File: src/alg_defs.svh
// offsets, field positions, reset values and timing counts of the gain stage
`ifndef ALG_DEFS_SVH
`define ALG_DEFS_SVH

// ==========================================================
// register word addresses
`define ALG_REG_CTRL 4'h0
`define ALG_REG_SCALE 4'h1
`define ALG_REG_STATUS 4'h2
`define ALG_REG_GAIN 4'h3

// ==========================================================
// fields and reset values
`define ALG_CTRL_NORM 0
`define ALG_CTRL_DRC 1
`define ALG_CTRL_MIX 2
`define ALG_CTRL_TGT 12:8
`define ALG_CTRL_MASK 32'h0000_1F07
`define ALG_CTRL_RST 32'h0000_1F07
`define ALG_SC_CUT 7:0
`define ALG_SC_BOOST 15:8
`define ALG_SCALE_MASK 32'h0000_FFFF
`define ALG_SCALE_RST 32'h0000_8080
`define ALG_ST_BLKERR 21
`define ALG_ST_STALE 22

// ==========================================================
// arithmetic constants, gains in quarter decibels
`define ALG_DN_RESERVED 5'h00
`define ALG_DN_FALLBACK 5'h1F
`define ALG_DRC_POS 8'h60
`define ALG_DRC_NEG 8'hA0
`define ALG_UNITY_SCALE 8'h80
`define ALG_SCALE_SHIFT 7
`define ALG_Q_MIN 12'hE98
`define ALG_Q_MAX 12'h0A8
`define ALG_Q_BIAS 11'h180
`define ALG_Q_PER_OCT 10'h018
`define ALG_EXPO_BIAS 5'h10
`define ALG_MANT_FRAC 14
`define ALG_MANT_ONE 16'h4000
`define ALG_BLOCKS_PER_FRAME 3'h6

// ==========================================================
// timing
`define ALG_CLK_HZ 20000000
`define ALG_FRAME_MS 32
`define ALG_FRAME_CYCLES (`ALG_CLK_HZ / 1000 * `ALG_FRAME_MS)
`define ALG_FRAME_MISS 2

`endif

File: src/alg_pkg.sv
// types shared by the gain stage modules
package alg_pkg;
   typedef logic signed [10:0] alg_qdb_type;
   typedef logic signed [15:0] alg_pcm_type;
   typedef enum logic [2:0] {
      ALG_SVC_COMPLETE_MAIN = 3'h0,
      ALG_SVC_MUSIC_FX = 3'h1,
      ALG_SVC_NARRATIVE = 3'h2,
      ALG_SVC_HEARING = 3'h3,
      ALG_SVC_DIALOGUE = 3'h4,
      ALG_SVC_COMMENTARY = 3'h5,
      ALG_SVC_EMERGENCY = 3'h6,
      ALG_SVC_VOICE_OVER = 3'h7
   } alg_svc_type;
   typedef enum logic [1:0] {
      ALG_BUS_IDLE = 2'b01,
      ALG_BUS_ACK = 2'b10
   } alg_bus_state_type;
endpackage : alg_pkg

File: src/alg_gain_if.sv
// gain word in quarter decibels and its linear mantissa and exponent
`timescale 1ns/1ps
`default_nettype none
interface alg_gain_if;
   alg_pkg::alg_qdb_type q;
   logic [15:0] mant;
   logic signed [4:0] expo;
   modport conv (input q, output mant, output expo);
   modport user (input mant, input expo);
endinterface : alg_gain_if
`default_nettype wire

File: src/alg_db2lin.sv
// quarter-decibel gain to linear mantissa and power-of-two exponent
`timescale 1ns/1ps
`default_nettype none
`include "alg_defs.svh"
module alg_db2lin (
   alg_gain_if.conv gi // gain in, linear factor out
);
   import alg_pkg::*;
   // ==========================================================
   // 24 quarter-dB steps per octave, so 6 dB is taken as exactly 2x
   logic [15:0] lut [0:23];
   logic [9:0] qo;
   logic [4:0] oct;
   logic [4:0] rem;

   assign lut = '{16'h4000, 16'h41E0, 16'h43CE, 16'h45CB, 16'h47D6,
                  16'h49F1, 16'h4C1C, 16'h4E57, 16'h50A3, 16'h52FF,
                  16'h556E, 16'h57EF, 16'h5A82, 16'h5D2A, 16'h5FE4,
                  16'h62B4, 16'h6598, 16'h6892, 16'h6BA2, 16'h6ECA,
                  16'h7209, 16'h7560, 16'h78D1, 16'h7C5B};
   // bias keeps the division unsigned; caller clamps q to the bias range
   assign qo = 10'(gi.q + $signed(`ALG_Q_BIAS));
   assign oct = 5'(qo / `ALG_Q_PER_OCT);
   assign rem = 5'(qo % `ALG_Q_PER_OCT);
   assign gi.expo = $signed(5'(oct - `ALG_EXPO_BIAS));
   assign gi.mant = lut[rem];
endmodule : alg_db2lin
`default_nettype wire

File: src/alg_pcm_scale.sv
// one pcm sample times a linear gain, saturated, one register stage
`timescale 1ns/1ps
`default_nettype none
`include "alg_defs.svh"
module alg_pcm_scale (
   input wire logic core_clk_i, // system clock
   input wire logic reset_i, // sync reset, high
   input wire logic ce_i, // clock enable
   input wire logic in_valid_i, // sample strobe
   input wire alg_pkg::alg_pcm_type pcm_i, // sample in
   alg_gain_if.user gi, // linear gain
   output logic out_valid_o, // registered strobe
   output alg_pkg::alg_pcm_type pcm_o // registered sample
);
   import alg_pkg::*;
   logic signed [32:0] prod;
   logic signed [47:0] wide;
   logic signed [47:0] shifted;
   logic signed [47:0] q14;
   logic ovf;
   alg_pcm_type sat;

   assign prod = $signed({{17{pcm_i[15]}}, pcm_i})
               * $signed({17'h0_0000, gi.mant});
   assign wide = {{15{prod[32]}}, prod};
   assign shifted = gi.expo[4] ? (wide >>> 5'(-gi.expo))
                               : (wide <<< gi.expo);
   assign q14 = shifted >>> `ALG_MANT_FRAC;
   // clip rather than wrap, wrap is audible as a loud click
   assign ovf = !((&q14[47:15]) || !(|q14[47:15]));
   assign sat = ovf ? (q14[47] ? 16'sh8000 : 16'sh7FFF) : q14[15:0];

   always_ff @(posedge core_clk_i) begin
      if (reset_i) begin
         out_valid_o <= 1'b0;
         pcm_o <= 16'sh0000;
      end else if (ce_i) begin
         out_valid_o <= in_valid_i;
         pcm_o <= sat;
      end
   end
endmodule : alg_pcm_scale
`default_nettype wire

File: src/alg_gain_stage.sv
// loudness normalisation and dynamic range gain stage, top level
// ==========================================================
`timescale 1ns/1ps
`default_nettype none
`include "alg_defs.svh"
module alg_gain_stage #(
   parameter int FRAME_CYCLES = `ALG_FRAME_CYCLES // frame period
) (
   input wire logic core_clk_i, // 20 MHz clock
   input wire logic reset_i, // sync reset, high
   input wire logic ce_i, // clock enable
   input wire logic hdr_valid_i, // header fields strobe
   input wire logic hdr_assoc_i, // header is associated stream
   input wire logic [4:0] hdr_dialnorm_i, // dialogue level field
   input wire logic [2:0] hdr_svc_i, // service type field
   input wire logic hdr_mono_i, // stream is single channel
   input wire logic blk_valid_i, // block gain strobe
   input wire logic blk_assoc_i, // gain is associated stream's
   input wire logic [7:0] blk_gain_i, // signed quarter dB
   input wire logic pcm_valid_i, // sample pair strobe
   input wire alg_pkg::alg_pcm_type pcm_main_i, // main sample
   input wire alg_pkg::alg_pcm_type pcm_assoc_i, // associated sample
   output logic pcm_valid_o, // output sample strobe
   output alg_pkg::alg_pcm_type pcm_o, // scaled mixed sample
   input wire logic [3:0] avs_address_i, // word address
   input wire logic avs_read_i, // read request
   input wire logic avs_write_i, // write request
   input wire logic [31:0] avs_writedata_i, // write data
   input wire logic [3:0] avs_byteenable_i, // byte lanes
   output logic [31:0] avs_readdata_o, // read data
   output logic avs_waitrequest_o // stall
);
   import alg_pkg::*;

   // ==========================================================
   // functions
   function automatic logic [31:0] be_merge(input logic [31:0] old,
      input logic [31:0] nw, input logic [3:0] be,
      input logic [31:0] mask);
      logic [31:0] m;
      m = {{8{be[3]}}, {8{be[2]}}, {8{be[1]}}, {8{be[0]}}} & mask;
      return (old & ~m) | (nw & m);
   endfunction : be_merge

   function automatic alg_qdb_type norm_gain(input logic [4:0] dn,
      input logic [4:0] tgt);
      logic signed [5:0] d;
      d = $signed({1'b0, dn}) - $signed({1'b0, tgt});
      return {{3{d[5]}}, d, 2'b00};
   endfunction : norm_gain

   function automatic alg_qdb_type scale_drc(input logic signed [7:0] w,
      input logic [7:0] cut, input logic [7:0] boost);
      logic signed [7:0] c;
      logic [7:0] s;
      logic signed [17:0] p;
      c = (w > $signed(`ALG_DRC_POS)) ? $signed(`ALG_DRC_POS) :
          (w < $signed(`ALG_DRC_NEG)) ? $signed(`ALG_DRC_NEG) : w;
      s = w[7] ? cut : boost;
      if (s > `ALG_UNITY_SCALE) s = `ALG_UNITY_SCALE;
      // zero factor gives a flat block
      p = $signed({{10{c[7]}}, c}) * $signed({10'h000, s});
      return alg_qdb_type'(p >>> `ALG_SCALE_SHIFT);
   endfunction : scale_drc

   function automatic alg_qdb_type clamp_q(input alg_qdb_type n,
      input alg_qdb_type d);
      logic signed [11:0] s;
      s = {n[10], n} + {d[10], d};
      if (s < $signed(`ALG_Q_MIN)) s = $signed(`ALG_Q_MIN);
      if (s > $signed(`ALG_Q_MAX)) s = $signed(`ALG_Q_MAX);
      return alg_qdb_type'(s);
   endfunction : clamp_q

   // ==========================================================
   // register bus
   alg_bus_state_type state_q;
   alg_bus_state_type state_d;
   logic [31:0] ctrl_q;
   logic [31:0] scale_q;
   logic [31:0] rd_word;
   logic [31:0] status_word;
   logic [31:0] gain_word;
   logic bus_req;
   logic bus_ack;
   logic wr_fire;
   logic rd_take;
   logic sel_ctrl;
   logic sel_scale;
   logic sel_status;
   logic sel_gain;

   assign bus_req = avs_read_i | avs_write_i;
   assign bus_ack = (state_q == ALG_BUS_ACK) && ce_i;
   assign avs_waitrequest_o = bus_req && !bus_ack;
   assign wr_fire = avs_write_i && bus_ack;
   assign rd_take = ce_i && avs_read_i && (state_q == ALG_BUS_IDLE);
   assign state_d = (state_q == ALG_BUS_IDLE && bus_req) ? ALG_BUS_ACK
                                                         : ALG_BUS_IDLE;
   assign sel_ctrl = avs_address_i == `ALG_REG_CTRL;
   assign sel_scale = avs_address_i == `ALG_REG_SCALE;
   assign sel_status = avs_address_i == `ALG_REG_STATUS;
   assign sel_gain = avs_address_i == `ALG_REG_GAIN;
   assign rd_word = sel_ctrl ? ctrl_q :
                    sel_scale ? scale_q :
                    sel_status ? status_word :
                    sel_gain ? gain_word : 32'h0000_0000;

   always_ff @(posedge core_clk_i) begin
      if (reset_i) begin
         state_q <= ALG_BUS_IDLE;
      end else if (ce_i) begin
         state_q <= state_d;
      end
   end

   always_ff @(posedge core_clk_i) begin
      if (reset_i) begin
         avs_readdata_o <= 32'h0000_0000;
      end else if (rd_take) begin
         avs_readdata_o <= rd_word;
      end
   end

   always_ff @(posedge core_clk_i) begin
      if (reset_i) begin
         ctrl_q <= `ALG_CTRL_RST;
         scale_q <= `ALG_SCALE_RST;
      end else if (wr_fire && sel_ctrl) begin
         ctrl_q <= be_merge(ctrl_q, avs_writedata_i, avs_byteenable_i,
                            `ALG_CTRL_MASK);
      end else if (wr_fire && sel_scale) begin
         scale_q <= be_merge(scale_q, avs_writedata_i, avs_byteenable_i,
                             `ALG_SCALE_MASK);
      end
   end

   // ==========================================================
   // stream header and block gain capture
   logic [4:0] dn_in;
   logic [4:0] dn_main_q;
   logic [4:0] dn_assoc_q;
   alg_svc_type svc_q;
   logic mono_q;
   logic assoc_seen_q;
   logic signed [7:0] drc_main_q;
   logic signed [7:0] drc_assoc_q;
   logic hdr_main;
   logic hdr_assoc;

   // dialogue level field
   // reserved code 0 falls back to the quietest setting
   assign dn_in = (hdr_dialnorm_i == `ALG_DN_RESERVED) ? `ALG_DN_FALLBACK
                                                      : hdr_dialnorm_i;
   assign hdr_main = ce_i && hdr_valid_i && !hdr_assoc_i;
   assign hdr_assoc = ce_i && hdr_valid_i && hdr_assoc_i;

   always_ff @(posedge core_clk_i) begin
      if (reset_i) begin
         dn_main_q <= `ALG_DN_FALLBACK;
      end else if (hdr_main) begin
         dn_main_q <= dn_in;
      end
   end

   always_ff @(posedge core_clk_i) begin
      if (reset_i) begin
         dn_assoc_q <= `ALG_DN_FALLBACK;
         svc_q <= ALG_SVC_COMPLETE_MAIN;
         mono_q <= 1'b0;
         assoc_seen_q <= 1'b0;
      end else if (hdr_assoc) begin
         dn_assoc_q <= dn_in;
         svc_q <= alg_svc_type'(hdr_svc_i);
         mono_q <= hdr_mono_i;
         assoc_seen_q <= 1'b1;
      end
   end

   // words may be rewritten upstream; audio path is independent
   always_ff @(posedge core_clk_i) begin
      if (reset_i) begin
         drc_main_q <= 8'sh00;
         drc_assoc_q <= 8'sh00;
      end else if (ce_i && blk_valid_i) begin
         if (blk_assoc_i) begin
            drc_assoc_q <= $signed(blk_gain_i);
         end else begin
            drc_main_q <= $signed(blk_gain_i);
         end
      end
   end

   // ==========================================================
   // frame bookkeeping: block count and missing-frame watchdog
   logic [2:0] blk_cnt_q;
   logic frame_seen_q;
   logic blk_err_q;
   logic stale_q;
   logic [21:0] wd_q;
   logic wd_hit;
   logic clr_err;
   logic clr_stale;
   logic set_err;

   assign wd_hit = wd_q == 22'(FRAME_CYCLES * `ALG_FRAME_MISS - 1);
   assign clr_err = wr_fire && sel_status && avs_byteenable_i[2]
                    && avs_writedata_i[`ALG_ST_BLKERR];
   assign clr_stale = wr_fire && sel_status && avs_byteenable_i[2]
                      && avs_writedata_i[`ALG_ST_STALE];
   assign set_err = hdr_main && frame_seen_q
                    && blk_cnt_q != `ALG_BLOCKS_PER_FRAME;

   always_ff @(posedge core_clk_i) begin
      if (reset_i) begin
         blk_cnt_q <= 3'h0;
         frame_seen_q <= 1'b0;
      end else if (hdr_main) begin
         blk_cnt_q <= 3'h0;
         frame_seen_q <= 1'b1;
      end else if (ce_i && blk_valid_i && !blk_assoc_i
                   && blk_cnt_q != 3'h7) begin
         blk_cnt_q <= blk_cnt_q + 3'h1;
      end
   end

   // frame watchdog; set wins over clear
   always_ff @(posedge core_clk_i) begin
      if (reset_i) begin
         wd_q <= 22'h00_0000;
         blk_err_q <= 1'b0;
         stale_q <= 1'b0;
      end else if (ce_i) begin
         wd_q <= (hdr_main || !frame_seen_q || wd_hit) ? 22'h00_0000
                                                       : wd_q + 22'h00_0001;
         blk_err_q <= set_err || (blk_err_q && !clr_err);
         stale_q <= (wd_hit && !hdr_main) || (stale_q && !clr_stale);
      end
   end

   // ==========================================================
   // gain routing and decibel arithmetic
   logic steer;
   logic signed [7:0] drc_m_eff;
   logic signed [7:0] drc_a_eff;
   alg_qdb_type norm_main;
   alg_qdb_type norm_assoc;
   alg_qdb_type drc_m_sc;
   alg_qdb_type drc_a_sc;
   alg_qdb_type q_main;
   alg_qdb_type q_assoc;

   // single-channel narration or commentary, or voice-over
   assign steer = assoc_seen_q && (svc_q == ALG_SVC_VOICE_OVER
                  || (mono_q && (svc_q == ALG_SVC_NARRATIVE
                  || svc_q == ALG_SVC_COMMENTARY)));
   // own words otherwise; steered words leave the voice itself flat
   assign drc_m_eff = steer ? drc_assoc_q : drc_main_q;
   assign drc_a_eff = steer ? 8'sh00 : drc_assoc_q;
   // level below full scale, so gain is level minus target
   // level minus target evens out dialogue
   assign norm_main = ctrl_q[`ALG_CTRL_NORM]
                      ? norm_gain(dn_main_q, ctrl_q[`ALG_CTRL_TGT]) : '0;
   // associated stream uses its own level
   assign norm_assoc = ctrl_q[`ALG_CTRL_NORM]
                      ? norm_gain(dn_assoc_q, ctrl_q[`ALG_CTRL_TGT]) : '0;
   // cut and boost factors picked by sign
   assign drc_m_sc = ctrl_q[`ALG_CTRL_DRC] ? scale_drc(drc_m_eff,
                     scale_q[`ALG_SC_CUT], scale_q[`ALG_SC_BOOST]) : '0;
   assign drc_a_sc = ctrl_q[`ALG_CTRL_DRC] ? scale_drc(drc_a_eff,
                     scale_q[`ALG_SC_CUT], scale_q[`ALG_SC_BOOST]) : '0;
   assign q_main = clamp_q(norm_main, drc_m_sc);
   assign q_assoc = clamp_q(norm_assoc, drc_a_sc);

   assign status_word = {9'h000, stale_q, blk_err_q, steer, 1'b0, svc_q,
                         3'h0, dn_assoc_q, 3'h0, dn_main_q};
   assign gain_word = {5'h00, q_assoc, 5'h00, q_main};

   // ==========================================================
   // per-stream scaling and mix
   alg_pcm_type sc_pcm [2];
   logic [1:0] sc_valid;
   logic signed [16:0] mix_sum;
   logic mix_on;

   for (genvar i = 0; i < 2; i++) begin : g_path
      alg_gain_if gif ();
      assign gif.q = (i == 0) ? q_main : q_assoc;
      alg_db2lin u_conv (
         .gi(gif.conv)
      );
      alg_pcm_scale u_scale (
         .core_clk_i(core_clk_i),
         .reset_i(reset_i),
         .ce_i(ce_i),
         .in_valid_i(pcm_valid_i),
         .pcm_i((i == 0) ? pcm_main_i : pcm_assoc_i),
         .gi(gif.user),
         .out_valid_o(sc_valid[i]),
         .pcm_o(sc_pcm[i])
      );
   end

   // mix after each stream is scaled
   assign mix_on = ctrl_q[`ALG_CTRL_MIX] && assoc_seen_q;
   assign mix_sum = {sc_pcm[0][15], sc_pcm[0]}
                  + (mix_on ? {sc_pcm[1][15], sc_pcm[1]} : 17'h0_0000);

   always_ff @(posedge core_clk_i) begin
      if (reset_i) begin
         pcm_valid_o <= 1'b0;
         pcm_o <= 16'sh0000;
      end else if (ce_i) begin
         pcm_valid_o <= sc_valid[0];
         pcm_o <= (mix_sum[16] == mix_sum[15]) ? mix_sum[15:0] :
                  (mix_sum[16] ? 16'sh8000 : 16'sh7FFF);
      end
   end
endmodule : alg_gain_stage
`default_nettype wire

File: config.mk
export PLATFORM = sky130hd
export DESIGN_NAME = alg_gain_stage
export DESIGN_NICKNAME = d
export VERILOG_FILES = /design/src/alg_pkg.sv /design/src/alg_gain_if.sv /design/src/alg_db2lin.sv /design/src/alg_pcm_scale.sv /design/src/alg_gain_stage.sv
export VERILOG_INCLUDE_DIRS = /design/src
export SDC_FILE = /design/constraint.sdc
export NUM_CORES = 2
export LEC_CHECK = 0
export ABC_AREA = 1
export BUFFER_PORTS_ARGS = -buffer_cell sky130_fd_sc_hd__buf_2
export CAP_MARGIN = 20
export CORE_UTILIZATION = 45
export CTS_CLUSTER_SIZE = 14
export DETAILED_ROUTE_END_ITERATION = 8
export SETUP_SLACK_MARGIN = 0.5
export SYNTH_ARGS = -nofsm -noshare
export SYNTH_HDL_FRONTEND = slang
export SYNTH_HIERARCHICAL = 1
export SYNTH_SLANG_ARGS = --single-unit
File: constraint.sdc
create_clock -name core_clk_i -period 17.2 [get_ports core_clk_i]
set_input_delay 1.72 -clock core_clk_i [delete_from_list [all_inputs] [get_ports core_clk_i]]
set_output_delay 1.72 -clock core_clk_i [all_outputs]
set_load 0.005 [all_outputs]
==> results.py <==
metrics = {
    "sta": {
        "finalHoldViolations": 0,
        "setup_viol": 0,
        "fin_ws_ns": 0.1492,
        "finalCritPeriodShare": 0.9913,
        "drv_slew": 0,
        "clock-skew-final_ns": 0.01151,
        "holdWs_ns": 0.4639,
        "worst_slew_pin_slew_ns": 1.307,
        "rsz0062_at_grt": "true",
        "slew_headroom": 0.1276,
        "fin_crit_ns": 17.05,
        "fmax_mhz": 58.65,
    },
    "global_route": {
        "grtUsageTotal": 0.2587,
        "grt_start_max_net_pins": 78,
        "grt_pass1_vias": 39735,
        "grt_pass1_wl_mm": 199.7,
        "antenna_found_initial": 2,
        "grt-ovfl-total": 0,
    },
    "route": {
        "vias_per_cell": 5.025,
        "route.antenna.remaining_nets": 0,
        "routedWlPerCell_um": 14.90,
        "vias": 41200,
        "drtPass1Iterations": 5,
        "remaining_drc_errors": 0,
        "routed_wl_mm": 122.2,
        "initialDrtViolationCount": 2602,
    },
    "critical_path": {
        "arrival_ns": 17.38,
        "worstSetupEndpoint": "g_path[0].u_scale/pcm_o[5]",
        "path_max_fanout": 15,
        "r2r_slack_ns": 0.15,
        "required_ns": 17.53,
        "regToRegStartpoint": "svc_q[2]",
        "crit_path_start_kind": "flip-flop",
        "crit_path_start": "svc_q[2]",
        "r2r_cells": 122,
        "slowest_stage": "fa_1",
        "critical_path_class": "flip-flop to flip-flop",
        "cp_common_cell": "nand2_2",
        "worst_setup_path_end_kind": "flip-flop",
        "max_stage_delay_ns": 0.59,
        "reg2reg_to": "g_path[0].u_scale/pcm_o[5]",
    },
    "cts": {
        "hold_buffers": 0,
        "cts_tree": "built",
        "clk_pin_slew_worst_paths_ns": 0.07,
        "htree_levels": 4,
        "clock_latency_ns": 0.45,
        "cts_buffer_depth": 2,
        "cts-root-buf": "clkbuf_16",
        "cts_buffers": 17,
        "clkSinkCount": 162,
    },
    "placement": {
        "globalplace.congestion": 0.9399,
        "dp_hpwl_mm": 99.39,
        "placedCellCount": 8071,
        "dp_slack_ns": -0.4497,
        "portBuffers": 128,
    },
    "yosys": {
        "yosys_warnings": 6,
        "synth_area_per_cell_sq_um": 6.414,
        "synthCells": 6394,
        "syn-cell-area_sq_um": 41010,
    },
    "floorplan": {
        "ios": 149,
        "die_w_um": 303.9,
        "initial_utilization": 0.4549,
        "rows": 110,
        "die_h_um": 303.9,
        "die_area_sq_um": 92350,
        "core_area_sq_um": 90150,
    },
    "run": {
        "drv_cap": 0,
    },
    "hold_path": {
        "hp-class": "flip-flop to flip-flop",
    },
    "status": {
        "status": "completed",
    },
    "layout": {
        "area_growth_pct": 26.80,
        "nets": 7965,
        "drive_gt1_frac": 0.2478,
        "fillerInstances": 8648,
        "fin_util": 0.5769,
        "instances_no_fill": 8199,
    },
}
[how the worst min path moves through the flow]
stage / cells after the start / startpoint / slack [ns] / to
floorplan: 2 / drc_main_q[1] / 0.43 / drc_main_q[1]
global placement: 2 / drc_main_q[1] / 0.45 / drc_main_q[1]
detailed placement: 2 / state_q[0] / 0.46 / state_q[0]
CTS: 2 / drc_main_q[1] / 0.47 / drc_main_q[1]
global route: 2 / avs_readdata_o[14] / 0.48 / avs_readdata_o[14]
finish: 2 / drc_main_q[1] / 0.46 / drc_main_q[1]
[area by class of cell]
| type | count | area (sq um) | share of cell area |
|---|---|---|---|
| sequential | 162 | 3251 | 0.06251 |
| tap | 1176 | 1471 | 0.02829 |
| timing repair buffer | 844 | 6641 | 0.1277 |
| multi-input combinational | 4603 | 34830 | 0.6697 |
| inverter | 1381 | 5204 | 0.1001 |
| antenna | 1 | 2.502 | 0.00004812 |
| clock buffer | 19 | 442.9 | 0.008517 |
| clock inverter | 13 | 165.2 | 0.003176 |
[cells in the final DEF, fill, tap and decap left out, types with 18 or more instances in the layout]
| cell | count |
|---|---|
| a21oi_1 | 183 |
| a21oi_2 | 46 |
| a31oi_1 | 20 |
| buf_12 | 30 |
| buf_2 | 130 |
| buf_4 | 651 |
| buf_6 | 20 |
| clkbuf_16 | 24 |
| dfxtp_1 | 158 |
| fa_1 | 443 |
| fa_2 | 20 |
| ha_1 | 341 |
| ha_4 | 47 |
| inv_1 | 1293 |
| inv_2 | 74 |
| nand2_1 | 1552 |
| nand2_2 | 213 |
| nand2_4 | 61 |
| nand3_1 | 407 |
| nand3_2 | 139 |
| nand3_4 | 26 |
| nand3b_1 | 29 |
| nand4_1 | 29 |
| nor2_1 | 392 |
| nor2_2 | 76 |
| nor2_4 | 36 |
| nor3_1 | 18 |
| o211ai_1 | 30 |
| o21ai_0 | 192 |
| o21ai_1 | 33 |
| o21ai_2 | 21 |
| or2_2 | 18 |
| xnor2_1 | 18 |
| xor2_1 | 31 |
[layer usage]
| layer | global-route usage | share of wire |
|---|---|---|
| met4 | 0.03966 | 0.013 |
| met5 | 0 | 0.000074 |
| met2 | 0.4349 | 0.47 |
| met3 | 0.01630 | 0.039 |
| met1 | 0.3705 | 0.48 |
[worst max-delay path, delay by kind of cell (launching register included)]
kind	cells	cell delay [ns]
DFF	1	0.35
adders and majority gates	15	6.44
and+or+nand+nor	74	6.69
AOI/OAI and AO/OA	7	1.12
buffers and inverters	26	2.30
[through the flow]
stage / area, sq um / setup TNS, ns
global placement: 46990 / -8.177
floorplan: 41030 / 0
finish: 52000 / 0
CTS: 49380 / 0
detailed placement: 46990 / -11.86
global route: 52000 / -26.98
[repair_timing]
| action | in CTS | in global routing |
|---|---|---|
| resized for setup | 316 | 558 |
| cloned | 6 | 6 |
| endpoints found under the setup margin | 30 | 32 |
| pin swaps | 76 | 289 |
| buffers inserted | 43 | 40 |
Power is left out: the tool's default activity adds up to more than one toggle a clock period on the data nets, which glitch-free logic cannot reach.
